## src/gauge_cal_pkg.sv

```systemverilog
// Constants for the gauge calibration control block.
// Assumes a 50 MHz clk_i; nonvolatile storage and converters sit outside.
//
// What this block does
// - Average current inside the zero-current window is reported as zero.
// - The zero-current window defaults to 3 mA unless the stored setting overrides it.
// - Auto offset calibration starts once both I2C lines are low over 5 s at idle current.
// - Automatic calibration runs about 16 s, then its result replaces the counter offset trim.
// - Any counter offset calibration shorts the positive and negative sense inputs together.
// - The first time both I2C lines stay low over 20 s, the more accurate calibration is done.
// - A commanded short calibration in calibration mode gives a temporary trim, later superseded.
// - Current scales by the current gain factor; charge by the time-based charge gain factor.
// - A per-board external offset trim is subtracted as well as the counter offset trim.
// - Internal-sensor temperature gets an offset-only trim.
// - Thermistor temperature gets its own offset-only trim.
// - Cell voltage results get a stored offset trim.
// - After learning reaches 02, default and alternate profiles copy the first learned profile.
// - Default profiles stay in nonvolatile storage unless the mirror pass or a manual update rewrites them.
// - Profile enable flag: 0x55 active, 0x00 updated inactive, 0xff inactive defaults; the block outputs only 0xff and 0x55.
package gauge_cal_pkg;

  localparam int unsigned CLK_HZ          = 50_000_000;
  localparam int unsigned IDLE_SHORT_S    = 5;
  localparam int unsigned IDLE_LONG_S     = 20;
  localparam int unsigned AUTO_CAL_S      = 16;
  localparam int unsigned CMD_CAL_MS      = 250;
  localparam int unsigned SEC_CYCLES      = CLK_HZ;
  localparam int unsigned MS_CYCLES       = CLK_HZ / 1000;

  localparam int          DATA_W          = 16;
  localparam int          GAIN_FRAC       = 12;
  localparam int          PROF_W          = 8;
  localparam int          PROF_N          = 16;
  localparam int          PROF_IDX_W      = 4;
  localparam int          TIME_W          = 5;

  localparam logic [DATA_W-1:0] DEADBAND_DEF_MA = 16'h0003;
  localparam logic [7:0]  LEARN_DONE      = 8'h02;
  localparam logic [7:0]  FLAG_ACTIVE     = 8'h55;
  localparam logic [7:0]  FLAG_UPDATED    = 8'h00;
  localparam logic [7:0]  FLAG_DEFAULT    = 8'hff;

  typedef enum logic [1:0] {
    PROF_DEF_A,
    PROF_DEF_B,
    PROF_ALT_A,
    PROF_ALT_B
  } copy_target_t;

endpackage

```

## src/profile_mem.sv

```systemverilog
// Small register memory holding one resistance profile.
// Assumes a single writer per cycle on the same clock.
`timescale 1ns/1ps
module profile_mem
  import gauge_cal_pkg::*;
(
  input  wire logic                  clk_i,
  input  wire logic                  sys_rst_i,
  input  wire logic                  we_i,
  input  wire logic [PROF_IDX_W-1:0] waddr_i,
  input  wire logic [PROF_W-1:0]     wdata_i,
  input  wire logic [PROF_IDX_W-1:0] raddr_i,
  output logic      [PROF_W-1:0]     rdata_o
);
  logic [PROF_W-1:0] mem_q [PROF_N];

  always_ff @(posedge clk_i) begin
    if (we_i) begin
      mem_q[waddr_i] <= wdata_i;
    end
  end

  always_ff @(posedge clk_i) begin
    if (sys_rst_i) begin
      rdata_o <= '0;
    end else begin
      rdata_o <= mem_q[raddr_i];
    end
  end
endmodule

```

## src/sec_tick.sv

```systemverilog
// One-pulse-per-period divider giving second or millisecond ticks.
// Assumes clr_i restarts the phase so timers count whole periods.
`timescale 1ns/1ps
module sec_tick #(
  parameter int unsigned PERIOD = 50_000_000
) (
  input  wire logic clk_i,
  input  wire logic sys_rst_i,
  input  wire logic clr_i,
  output logic      tick_o
);
  logic [31:0] cnt_q;

  always_ff @(posedge clk_i) begin
    if (sys_rst_i || clr_i) begin
      cnt_q  <= '0;
      tick_o <= 1'b0;
    end else if (cnt_q == 32'(PERIOD - 1)) begin
      cnt_q  <= '0;
      tick_o <= 1'b1;
    end else begin
      cnt_q  <= cnt_q + 32'h0000_0001;
      tick_o <= 1'b0;
    end
  end
endmodule

```

## src/gauge_calibration_control.sv

```systemverilog
// Calibration scheduling, trim application and profile mirroring for a fuel gauge.
// Assumes I2C pins are asynchronous; measurement inputs and trims come from same-clock logic.
`timescale 1ns/1ps
module gauge_calibration_control
  import gauge_cal_pkg::*;
#(
  parameter int unsigned SEC_PERIOD = SEC_CYCLES,
  parameter int unsigned MS_PERIOD  = MS_CYCLES
) (
  input  wire logic                     clk_i,
  input  wire logic                     sys_rst_i,
  // I2C pins, sampled only
  input  wire logic                     scl_i,
  input  wire logic                     sda_i,
  // Mode and settings
  input  wire logic                     normal_mode_i,
  input  wire logic                     cal_mode_i,
  input  wire logic                     cal_cmd_i,
  input  wire logic                     deadband_set_i,
  input  wire logic        [DATA_W-1:0] deadband_nv_i,
  input  wire logic        [DATA_W-1:0] idle_current_limit_i,
  input  wire logic                     ext_therm_i,
  // Trims
  input  wire logic signed [DATA_W-1:0] current_gain_factor_i,
  input  wire logic signed [DATA_W-1:0] charge_gain_factor_i,
  input  wire logic signed [DATA_W-1:0] counter_offset_trim_nv_i,
  input  wire logic signed [DATA_W-1:0] board_offset_trim_i,
  input  wire logic signed [DATA_W-1:0] int_temp_offset_i,
  input  wire logic signed [DATA_W-1:0] ext_temp_offset_i,
  input  wire logic signed [DATA_W-1:0] cell_v_offset_i,
  // Raw results
  input  wire logic                     raw_valid_i,
  input  wire logic signed [DATA_W-1:0] raw_current_i,
  input  wire logic signed [DATA_W-1:0] raw_charge_i,
  input  wire logic signed [DATA_W-1:0] raw_int_temp_i,
  input  wire logic signed [DATA_W-1:0] raw_ext_temp_i,
  input  wire logic signed [DATA_W-1:0] raw_cell_v_i,
  input  wire logic signed [DATA_W-1:0] offset_sample_i,
  // Profile learning
  input  wire logic        [7:0]        learn_status_i,
  input  wire logic                     nv_update_i,
  input  wire logic                     prof_we_i,
  input  wire logic    [PROF_IDX_W-1:0] prof_addr_i,
  input  wire logic        [PROF_W-1:0] prof_wdata_i,
  input  wire logic    [PROF_IDX_W-1:0] def_raddr_i,
  // Outputs
  output logic                          sense_short_o,
  output logic                          cal_busy_o,
  output logic                          cal_accurate_o,
  output logic                          trim_temporary_o,
  output logic signed [DATA_W-1:0]      counter_offset_trim_o,
  output logic signed [DATA_W-1:0]      avg_current_o,
  output logic signed [DATA_W-1:0]      charge_o,
  output logic signed [DATA_W-1:0]      temperature_o,
  output logic signed [DATA_W-1:0]      cell_v_o,
  output logic                          result_valid_o,
  output logic        [PROF_W-1:0]      default_profile_a_o,
  output logic        [7:0]             profile_enable_flag_o,
  output logic                          mirror_done_o
);

  // ****************************************************************
  // I2C idle detection
  // ****************************************************************
  logic [1:0] scl_sync_q;
  logic [1:0] sda_sync_q;
  logic       bus_busy;
  logic       sec_tick;
  logic       ms_tick;
  logic [TIME_W-1:0] idle_sec_q;
  logic       long_cal_done_q;

  always_ff @(posedge clk_i) begin
    if (sys_rst_i) begin
      scl_sync_q <= '0;
      sda_sync_q <= '0;
    end else begin
      scl_sync_q <= {scl_sync_q[0], scl_i};
      sda_sync_q <= {sda_sync_q[0], sda_i};
    end
  end

  assign bus_busy = scl_sync_q[1] | sda_sync_q[1];

  sec_tick #(.PERIOD(SEC_PERIOD)) u_sec (
    .clk_i     (clk_i),
    .sys_rst_i (sys_rst_i),
    .clr_i     (bus_busy),
    .tick_o    (sec_tick)
  );

  sec_tick #(.PERIOD(MS_PERIOD)) u_ms (
    .clk_i     (clk_i),
    .sys_rst_i (sys_rst_i),
    .clr_i     (1'b0),
    .tick_o    (ms_tick)
  );

  // Saturates so a very long idle never wraps back to zero
  always_ff @(posedge clk_i) begin
    if (sys_rst_i || bus_busy) begin
      idle_sec_q <= '0;
    end else if (sec_tick && idle_sec_q != '1) begin
      idle_sec_q <= idle_sec_q + TIME_W'(1);
    end
  end

  // ****************************************************************
  // Counter offset calibration sequencer
  // ****************************************************************
  typedef enum logic [1:0] {
    CAL_IDLE,
    CAL_AUTO,
    CAL_LONG,
    CAL_CMD
  } cal_state_t;

  cal_state_t cal_q;
  logic [TIME_W-1:0] cal_sec_q;
  logic [15:0] cmd_ms_q;
  logic signed [DATA_W+7:0] acc_q;
  logic [23:0] acc_n_q;
  logic abs_idle;
  logic signed [DATA_W-1:0] avg_abs;
  logic cal_finish;

  assign avg_abs  = avg_current_o[DATA_W-1] ? -avg_current_o : avg_current_o;
  assign abs_idle = avg_abs < $signed(idle_current_limit_i);

  // Sum of samples divided by a fixed count of 256, done as a shift by 8
  logic signed [DATA_W-1:0] cal_result;
  assign cal_result = acc_n_q == '0 ? '0 : DATA_W'(acc_q >>> 8);

  always_ff @(posedge clk_i) begin
    if (sys_rst_i) begin
      cal_q     <= CAL_IDLE;
      cal_sec_q <= '0;
      cmd_ms_q  <= '0;
    end else begin
      unique case (cal_q)
        CAL_IDLE: begin
          cal_sec_q <= '0;
          cmd_ms_q  <= '0;
          if (cal_mode_i && cal_cmd_i) begin
            cal_q <= CAL_CMD;
          end else if (normal_mode_i && !long_cal_done_q &&
                       idle_sec_q > TIME_W'(IDLE_LONG_S)) begin
            cal_q <= CAL_LONG;
          end else if (normal_mode_i && abs_idle &&
                       idle_sec_q > TIME_W'(IDLE_SHORT_S)) begin
            cal_q <= CAL_AUTO;
          end
        end
        CAL_AUTO, CAL_LONG: begin
          if (bus_busy) begin
            cal_q <= CAL_IDLE;
          end else if (sec_tick) begin
            cal_sec_q <= cal_sec_q + TIME_W'(1);
            if (cal_sec_q == TIME_W'(AUTO_CAL_S - 1)) begin
              cal_q <= CAL_IDLE;
            end
          end
        end
        CAL_CMD: begin
          if (ms_tick) begin
            cmd_ms_q <= cmd_ms_q + 16'h0001;
            if (cmd_ms_q == 16'(CMD_CAL_MS - 1)) begin
              cal_q <= CAL_IDLE;
            end
          end
        end
      endcase
    end
  end

  assign cal_finish = (cal_q == CAL_CMD && ms_tick && cmd_ms_q == 16'(CMD_CAL_MS - 1)) ||
                      ((cal_q == CAL_AUTO || cal_q == CAL_LONG) && !bus_busy && sec_tick &&
                       cal_sec_q == TIME_W'(AUTO_CAL_S - 1));

  // Accumulates offset samples taken with the sense inputs shorted
  always_ff @(posedge clk_i) begin
    if (sys_rst_i || cal_q == CAL_IDLE) begin
      acc_q   <= '0;
      acc_n_q <= '0;
    end else if (raw_valid_i) begin
      acc_q   <= acc_q + (DATA_W+8)'(offset_sample_i);
      acc_n_q <= acc_n_q + 24'h00_0001;
    end
  end

  always_ff @(posedge clk_i) begin
    if (sys_rst_i) begin
      counter_offset_trim_o <= '0;
      trim_temporary_o      <= 1'b0;
      long_cal_done_q       <= 1'b0;
      cal_accurate_o        <= 1'b0;
    end else if (cal_finish) begin
      counter_offset_trim_o <= cal_result;
      trim_temporary_o      <= (cal_q == CAL_CMD);
      cal_accurate_o        <= (cal_q == CAL_LONG);
      if (cal_q == CAL_LONG) begin
        long_cal_done_q <= 1'b1;
      end
    end else if (nv_update_i) begin
      counter_offset_trim_o <= counter_offset_trim_nv_i;
      trim_temporary_o      <= 1'b0;
    end
  end

  assign cal_busy_o    = (cal_q != CAL_IDLE);
  assign sense_short_o = (cal_q != CAL_IDLE);

  // ****************************************************************
  // Measurement trims
  // ****************************************************************
  logic signed [DATA_W-1:0] cur_off;
  logic signed [2*DATA_W-1:0] cur_prod;
  logic signed [2*DATA_W-1:0] chg_prod;
  logic signed [DATA_W-1:0] cur_scaled;
  logic [DATA_W-1:0] deadband;

  assign cur_off    = raw_current_i - counter_offset_trim_o - board_offset_trim_i;
  assign cur_prod   = (2*DATA_W)'(cur_off) * (2*DATA_W)'(current_gain_factor_i);
  assign chg_prod   = (2*DATA_W)'(raw_charge_i - counter_offset_trim_o - board_offset_trim_i)
                      * (2*DATA_W)'(charge_gain_factor_i);
  assign cur_scaled = DATA_W'(cur_prod >>> GAIN_FRAC);
  assign deadband   = deadband_set_i ? deadband_nv_i : DEADBAND_DEF_MA;

  // Measurements freeze while the inputs are shorted for calibration
  always_ff @(posedge clk_i) begin
    if (sys_rst_i) begin
      avg_current_o  <= '0;
      charge_o       <= '0;
      temperature_o  <= '0;
      cell_v_o       <= '0;
      result_valid_o <= 1'b0;
    end else begin
      result_valid_o <= raw_valid_i && !sense_short_o;
      if (raw_valid_i && !sense_short_o) begin
        if (cur_scaled > -$signed(deadband) && cur_scaled < $signed(deadband)) begin
          avg_current_o <= '0;
        end else begin
          avg_current_o <= cur_scaled;
        end
        charge_o      <= DATA_W'(chg_prod >>> GAIN_FRAC);
        temperature_o <= ext_therm_i ? raw_ext_temp_i - ext_temp_offset_i
                                     : raw_int_temp_i - int_temp_offset_i;
        cell_v_o      <= raw_cell_v_i - cell_v_offset_i;
      end
    end
  end

  // ****************************************************************
  // Resistance profiles
  // ****************************************************************
  typedef enum logic [1:0] {
    MIR_WAIT,
    MIR_COPY,
    MIR_DONE
  } mir_state_t;

  mir_state_t mir_q;
  logic [PROF_IDX_W-1:0] mir_idx_q;
  logic [PROF_IDX_W-1:0] mir_wr_idx_q;
  logic mir_wr_q;
  logic [PROF_W-1:0] learned_rd;
  logic [PROF_IDX_W-1:0] src_raddr;
  logic [3:0] tgt_we;
  logic [PROF_IDX_W-1:0] tgt_addr;
  logic [PROF_W-1:0] tgt_data;

  assign src_raddr = (mir_q == MIR_COPY) ? mir_idx_q : def_raddr_i;

  profile_mem u_learned (
    .clk_i     (clk_i),
    .sys_rst_i (sys_rst_i),
    .we_i      (prof_we_i),
    .waddr_i   (prof_addr_i),
    .wdata_i   (prof_wdata_i),
    .raddr_i   (src_raddr),
    .rdata_o   (learned_rd)
  );

  // Defaults change only on the mirror pass or a manual update
  assign tgt_we   = mir_wr_q ? 4'hf : (nv_update_i && prof_we_i ? 4'h3 : 4'h0);
  assign tgt_addr = mir_wr_q ? mir_wr_idx_q : prof_addr_i;
  assign tgt_data = mir_wr_q ? learned_rd : prof_wdata_i;

  logic [PROF_W-1:0] tgt_rd [4];

  for (genvar g = 0; g < 4; g++) begin : g_tgt
    profile_mem u_tgt (
      .clk_i     (clk_i),
      .sys_rst_i (sys_rst_i),
      .we_i      (tgt_we[g]),
      .waddr_i   (tgt_addr),
      .wdata_i   (tgt_data),
      .raddr_i   (def_raddr_i),
      .rdata_o   (tgt_rd[g])
    );
  end

  assign default_profile_a_o = tgt_rd[PROF_DEF_A];

  always_ff @(posedge clk_i) begin
    if (sys_rst_i) begin
      mir_q        <= MIR_WAIT;
      mir_idx_q    <= '0;
      mir_wr_idx_q <= '0;
      mir_wr_q     <= 1'b0;
    end else begin
      mir_wr_q     <= (mir_q == MIR_COPY);
      mir_wr_idx_q <= mir_idx_q;
      unique case (mir_q)
        MIR_WAIT: begin
          if (learn_status_i == LEARN_DONE) begin
            mir_q <= MIR_COPY;
          end
        end
        MIR_COPY: begin
          mir_idx_q <= mir_idx_q + PROF_IDX_W'(1);
          if (mir_idx_q == '1) begin
            mir_q <= MIR_DONE;
          end
        end
        MIR_DONE: begin
          mir_q <= MIR_DONE;
        end
        default: begin
          mir_q <= MIR_WAIT;
        end
      endcase
    end
  end

  assign mirror_done_o = (mir_q == MIR_DONE) && !mir_wr_q;

  // Flag turns FLAG_ACTIVE on any profile write or once mirroring is done; FLAG_UPDATED is never used
  always_ff @(posedge clk_i) begin
    if (sys_rst_i) begin
      profile_enable_flag_o <= FLAG_DEFAULT;
    end else if (mir_q == MIR_DONE || prof_we_i) begin
      profile_enable_flag_o <= FLAG_ACTIVE;
    end
  end

endmodule

```

## config.mk

```make
export PLATFORM = sky130hd
export DESIGN_NAME = gauge_calibration_control
export DESIGN_NICKNAME = d
export VERILOG_FILES = /design/src/gauge_cal_pkg.sv /design/src/profile_mem.sv /design/src/sec_tick.sv /design/src/gauge_calibration_control.sv
export SDC_FILE = /design/constraint.sdc
export NUM_CORES = 2
export LEC_CHECK = 0
export ABC_AREA = 1
export BUFFER_PORTS_ARGS = -buffer_cell sky130_fd_sc_hd__buf_4
export CAP_MARGIN = 15
export CORE_ASPECT_RATIO = 1.2
export CORE_MARGIN = 2
export CORE_UTILIZATION = 50
export CTS_BUF_LIST = sky130_fd_sc_hd__clkbuf_8 sky130_fd_sc_hd__clkbuf_16
export DETAILED_ROUTE_END_ITERATION = 12
export PLACE_DENSITY = 0.79
export SLEW_MARGIN = 5
export SYNTH_ARGS = -nofsm -noshare
export SYNTH_HDL_FRONTEND = slang
export SYNTH_SLANG_ARGS = --single-unit
```

## constraint.sdc

```tcl
create_clock -name clk_i -period 12.3 [get_ports clk_i]
set_input_delay 0 -clock clk_i [delete_from_list [all_inputs] [get_ports clk_i]]
set_output_delay 0 -clock clk_i [all_outputs]
set_load 0.02 [all_outputs]
```

==> impl_metrics.ini <==
[floorplan]
rows = 122
chipWidth_um = 282
dieArea_um2 = 94900
core_area_um2 = 91900
die_h_um = 337
ios = 378
initial_core_util_pct = 50.3

[timing]
max_freq_ghz = 0.102
finalHoldViolCount = 0
drv_slew = 0
worst_pin_slew_ns = 1.04
rsz0062_at_grt = no
tns_ns = 0
setup_violations = 0
fin_crit_sh_pct = 79.9
slew_headroom_pct = 30.5
post-route-min-period_ns = 9.83
fin_worst_skew_ns = 0.0304

[synthesis]
syn_inst = 5562
ys_seq_area_share_pct = 27.8
syn_area_per_cell_um2 = 8.31
synth_edf_count = 256
synth_ff_type = dfxtp_1
synth_commonest_cells = inv_1 (1,107), nand2_1 (863), nor2_1 (668)
ys_seq_elements = 514
yosys.area.top_type = fa_1
ys_types = 70
post-synth-top-count-cell = inv_1
synth_area_um2 = 46200
synth_warnings = 0
async_reset_ff_share_pct = 0
yosys-top-cells-area = fa_1 (22%), edfxtp_1 (17%), dfxtp_1 (11%), inv_1 (9.0%), ha_1 (8.5%)
synth_top_cell_area_share_pct = 21.6

[worst_setup_path]
endpoint = avg_current_o[4]$_SDFFE_PP0P_
cp-end-kind = flop
worst_ep_required_time_ns = 12.78
path_max_fanout = 16
cp.arrival_ns = 10.30
reg2reg_from = counter_offset_trim_o[2]$_SDFFE_PP0P_
setup.worst_path.start = counter_offset_trim_o[2]$_SDFFE_PP0P_
timing.rr.end = avg_current_o[4]$_SDFFE_PP0P_
path_class = reg -> reg
r2r_setup_slack_ns = 2.47
reg2reg_depth = 45
worst_setup_path_start_kind = flop
slowest_stage = fa_1
cpPeakStageDelay_ns = 0.71

[detailed_routing]
drc = 0
wl_per_cell_um = 18.3
wl_um = 133000
initialDrtViolationCount = 3191
drtPass1Iterations = 6
vias_per_cell = 5.42
vias = 39400
drtAntennaViolNets = 0

[run]
drv_cap = 0

[grt]
antenna_found_initial = 14
grt_pass1_wl_um = 212000
grt_pass1_vias = 40600
grt.total_usage_pct = 28.5
grt_overflow_total = 0
grt_max_degree = 83

[clock_network]
root_buffer = clkbuf_16
worstSkewPairLatency_ns = 0.64
clk_pin_slew_worst_paths_ns = 0.07
cts_buffers = 53
tritoncts = yes
h-tree-depth = 2
cts_buffer_depth = 3
cts_sinks = 514
cts_setup_buffers = 0

[layout]
syn2layout_area_growth_pct = 15.0
layout.nets = 7064
drive_above_1_share_pct = 9.87

[min_path]
hp-class = in -> reg
min_path_cells = 6

[placed_design]
dp.final_hpwl_um = 103000
place_congestion = 0.995
port_buffers = 373

[outcome]
status = finished clean
## per-stage QoR
| stage | instances | utilization (%) | setup WS, ns | instance area, µm² | hold WS, ns |
|---|---|---|---|---|---|
| 5_1_grt | 7266 | 57.9 | 1.59 | 53200 | 0.0640 |
| 3_3_place_gp | 7039 | 54.5 | 2.72 | 50100 | 0.206 |
| 2_1_floorplan | 5565 | - | 3.41 | 46300 | 0.0989 |
| 6_report | 7267 | 57.9 | 2.47 | 53200 | 0.0371 |
| 3_5_place_dp | 7039 | 54.5 | 2.48 | 50100 | 0.210 |
| 4_1_cts | 7255 | 57.8 | 2.43 | 53200 | 0.00206 |
## layout make-up
class,instances,area [µm²]
Antenna cell,11,27.5
Clock buffer,56,1370
Clock inverter,41,490
Fill cell,8100,38700
Inverter,1129,4250
Multi-Input combinational cell,3759,28500
Sequential cell,514,12900
Tap cell,1240,1550
Timing Repair Buffer,517,4180
## critical path: cells and delay by family (launching register included)
family          cells  cell delay [ns]
compound gates      3             0.42
flops               1             0.31
simple gates       24             2.79
fa+ha+maj          10             4.80
buf+inv             6             0.72
xor+xnor            2             0.62
## sequential cells by signal (all words and copies together) (netlist names), 4 cells and up
name                   cells
acc_n_q                   24
acc_q                     24
avg_current_o             16
cal_sec_q                  5
cell_v_o                  16
charge_o                  16
cmd_ms_q                  16
counter_offset_trim_o     16
g_tgt.u_tgt.mem_q        128
g_tgt.u_tgt.rdata_o        8
idle_sec_q                 5
mir_idx_q                  4
mir_wr_idx_q               4
temperature_o             16
u_learned.mem_q          128
u_learned.rdata_o          8
u_ms.cnt_q                32
u_sec.cnt_q               32
## routing by layer
metal / up-vias / track usage (%) / wire [µm]
li1: 18500 / - / -
met1: 18900 / 33.2 / 50100
met2: 1593 / 49.7 / 65200
met3: 376 / 4.91 / 9630
met4: 2 / 16.1 / 8040
met5: - / 0 / 9
## repair_timing
| action | 4_1_cts | 5_1_grt |
|---|---|---|
| hold endpoints to repair | 229 | 0 |
| gates resized for setup | 0 | 0 |
| hold buffers | 119 | 0 |
## cells in the final DEF, fill, tap and decap left out, types with 48 or more instances in the layout
cell type and instances:
nand3_1 188, o21ai_0 307, xor2_1 91, dfxtp_1 258, nor3_1 61, a21oi_1 268, fa_1 499, dlygate4sd3_1 119
inv_1 1111, clkbuf_16 53, edfxtp_1 256, buf_4 397, nand2_1 862, xnor2_1 59, nor2_1 668, o211ai_1 48
ha_1 315
## cells by family (layout without fill, tap and decap cells)
family	count (synthesis)	count (layout)	synth area share [%]
AOI/OAI and AO/OA	835	835	10.5
xor gates and xnor gates	151	151	2.88
adders and majority gates	814	814	30.1
buffers and inverters	1292	1743	10.7
DFF	514	514	27.8
other	1	15	0.00811
and+or+nand+nor	1955	1955	18.1
## how the worst min path moves through the flow
stage | from | end | slack [ns]
6_report | cell_v_offset_i[7] | cell_v_o[7]$_SDFFE_PP0P_ | 0.04
3_5_place_dp | sda_i | sda_sync_q[0]$_SDFF_PP0_ | 0.21
2_1_floorplan | prof_wdata_i[0] | u_learned.mem_q[0][0]$_DFFE_PP_ | 0.1
4_1_cts | raw_int_temp_i[10] | temperature_o[10]$_SDFFE_PP0P_ | 0.002
3_3_place_gp | scl_i | scl_sync_q[0]$_SDFF_PP0_ | 0.21
5_1_grt | raw_ext_temp_i[13] | temperature_o[13]$_SDFFE_PP0P_ | 0.06
Power is left out: the tool's default activity adds up to more than one toggle a clock period on the data nets, which glitch-free logic cannot reach.
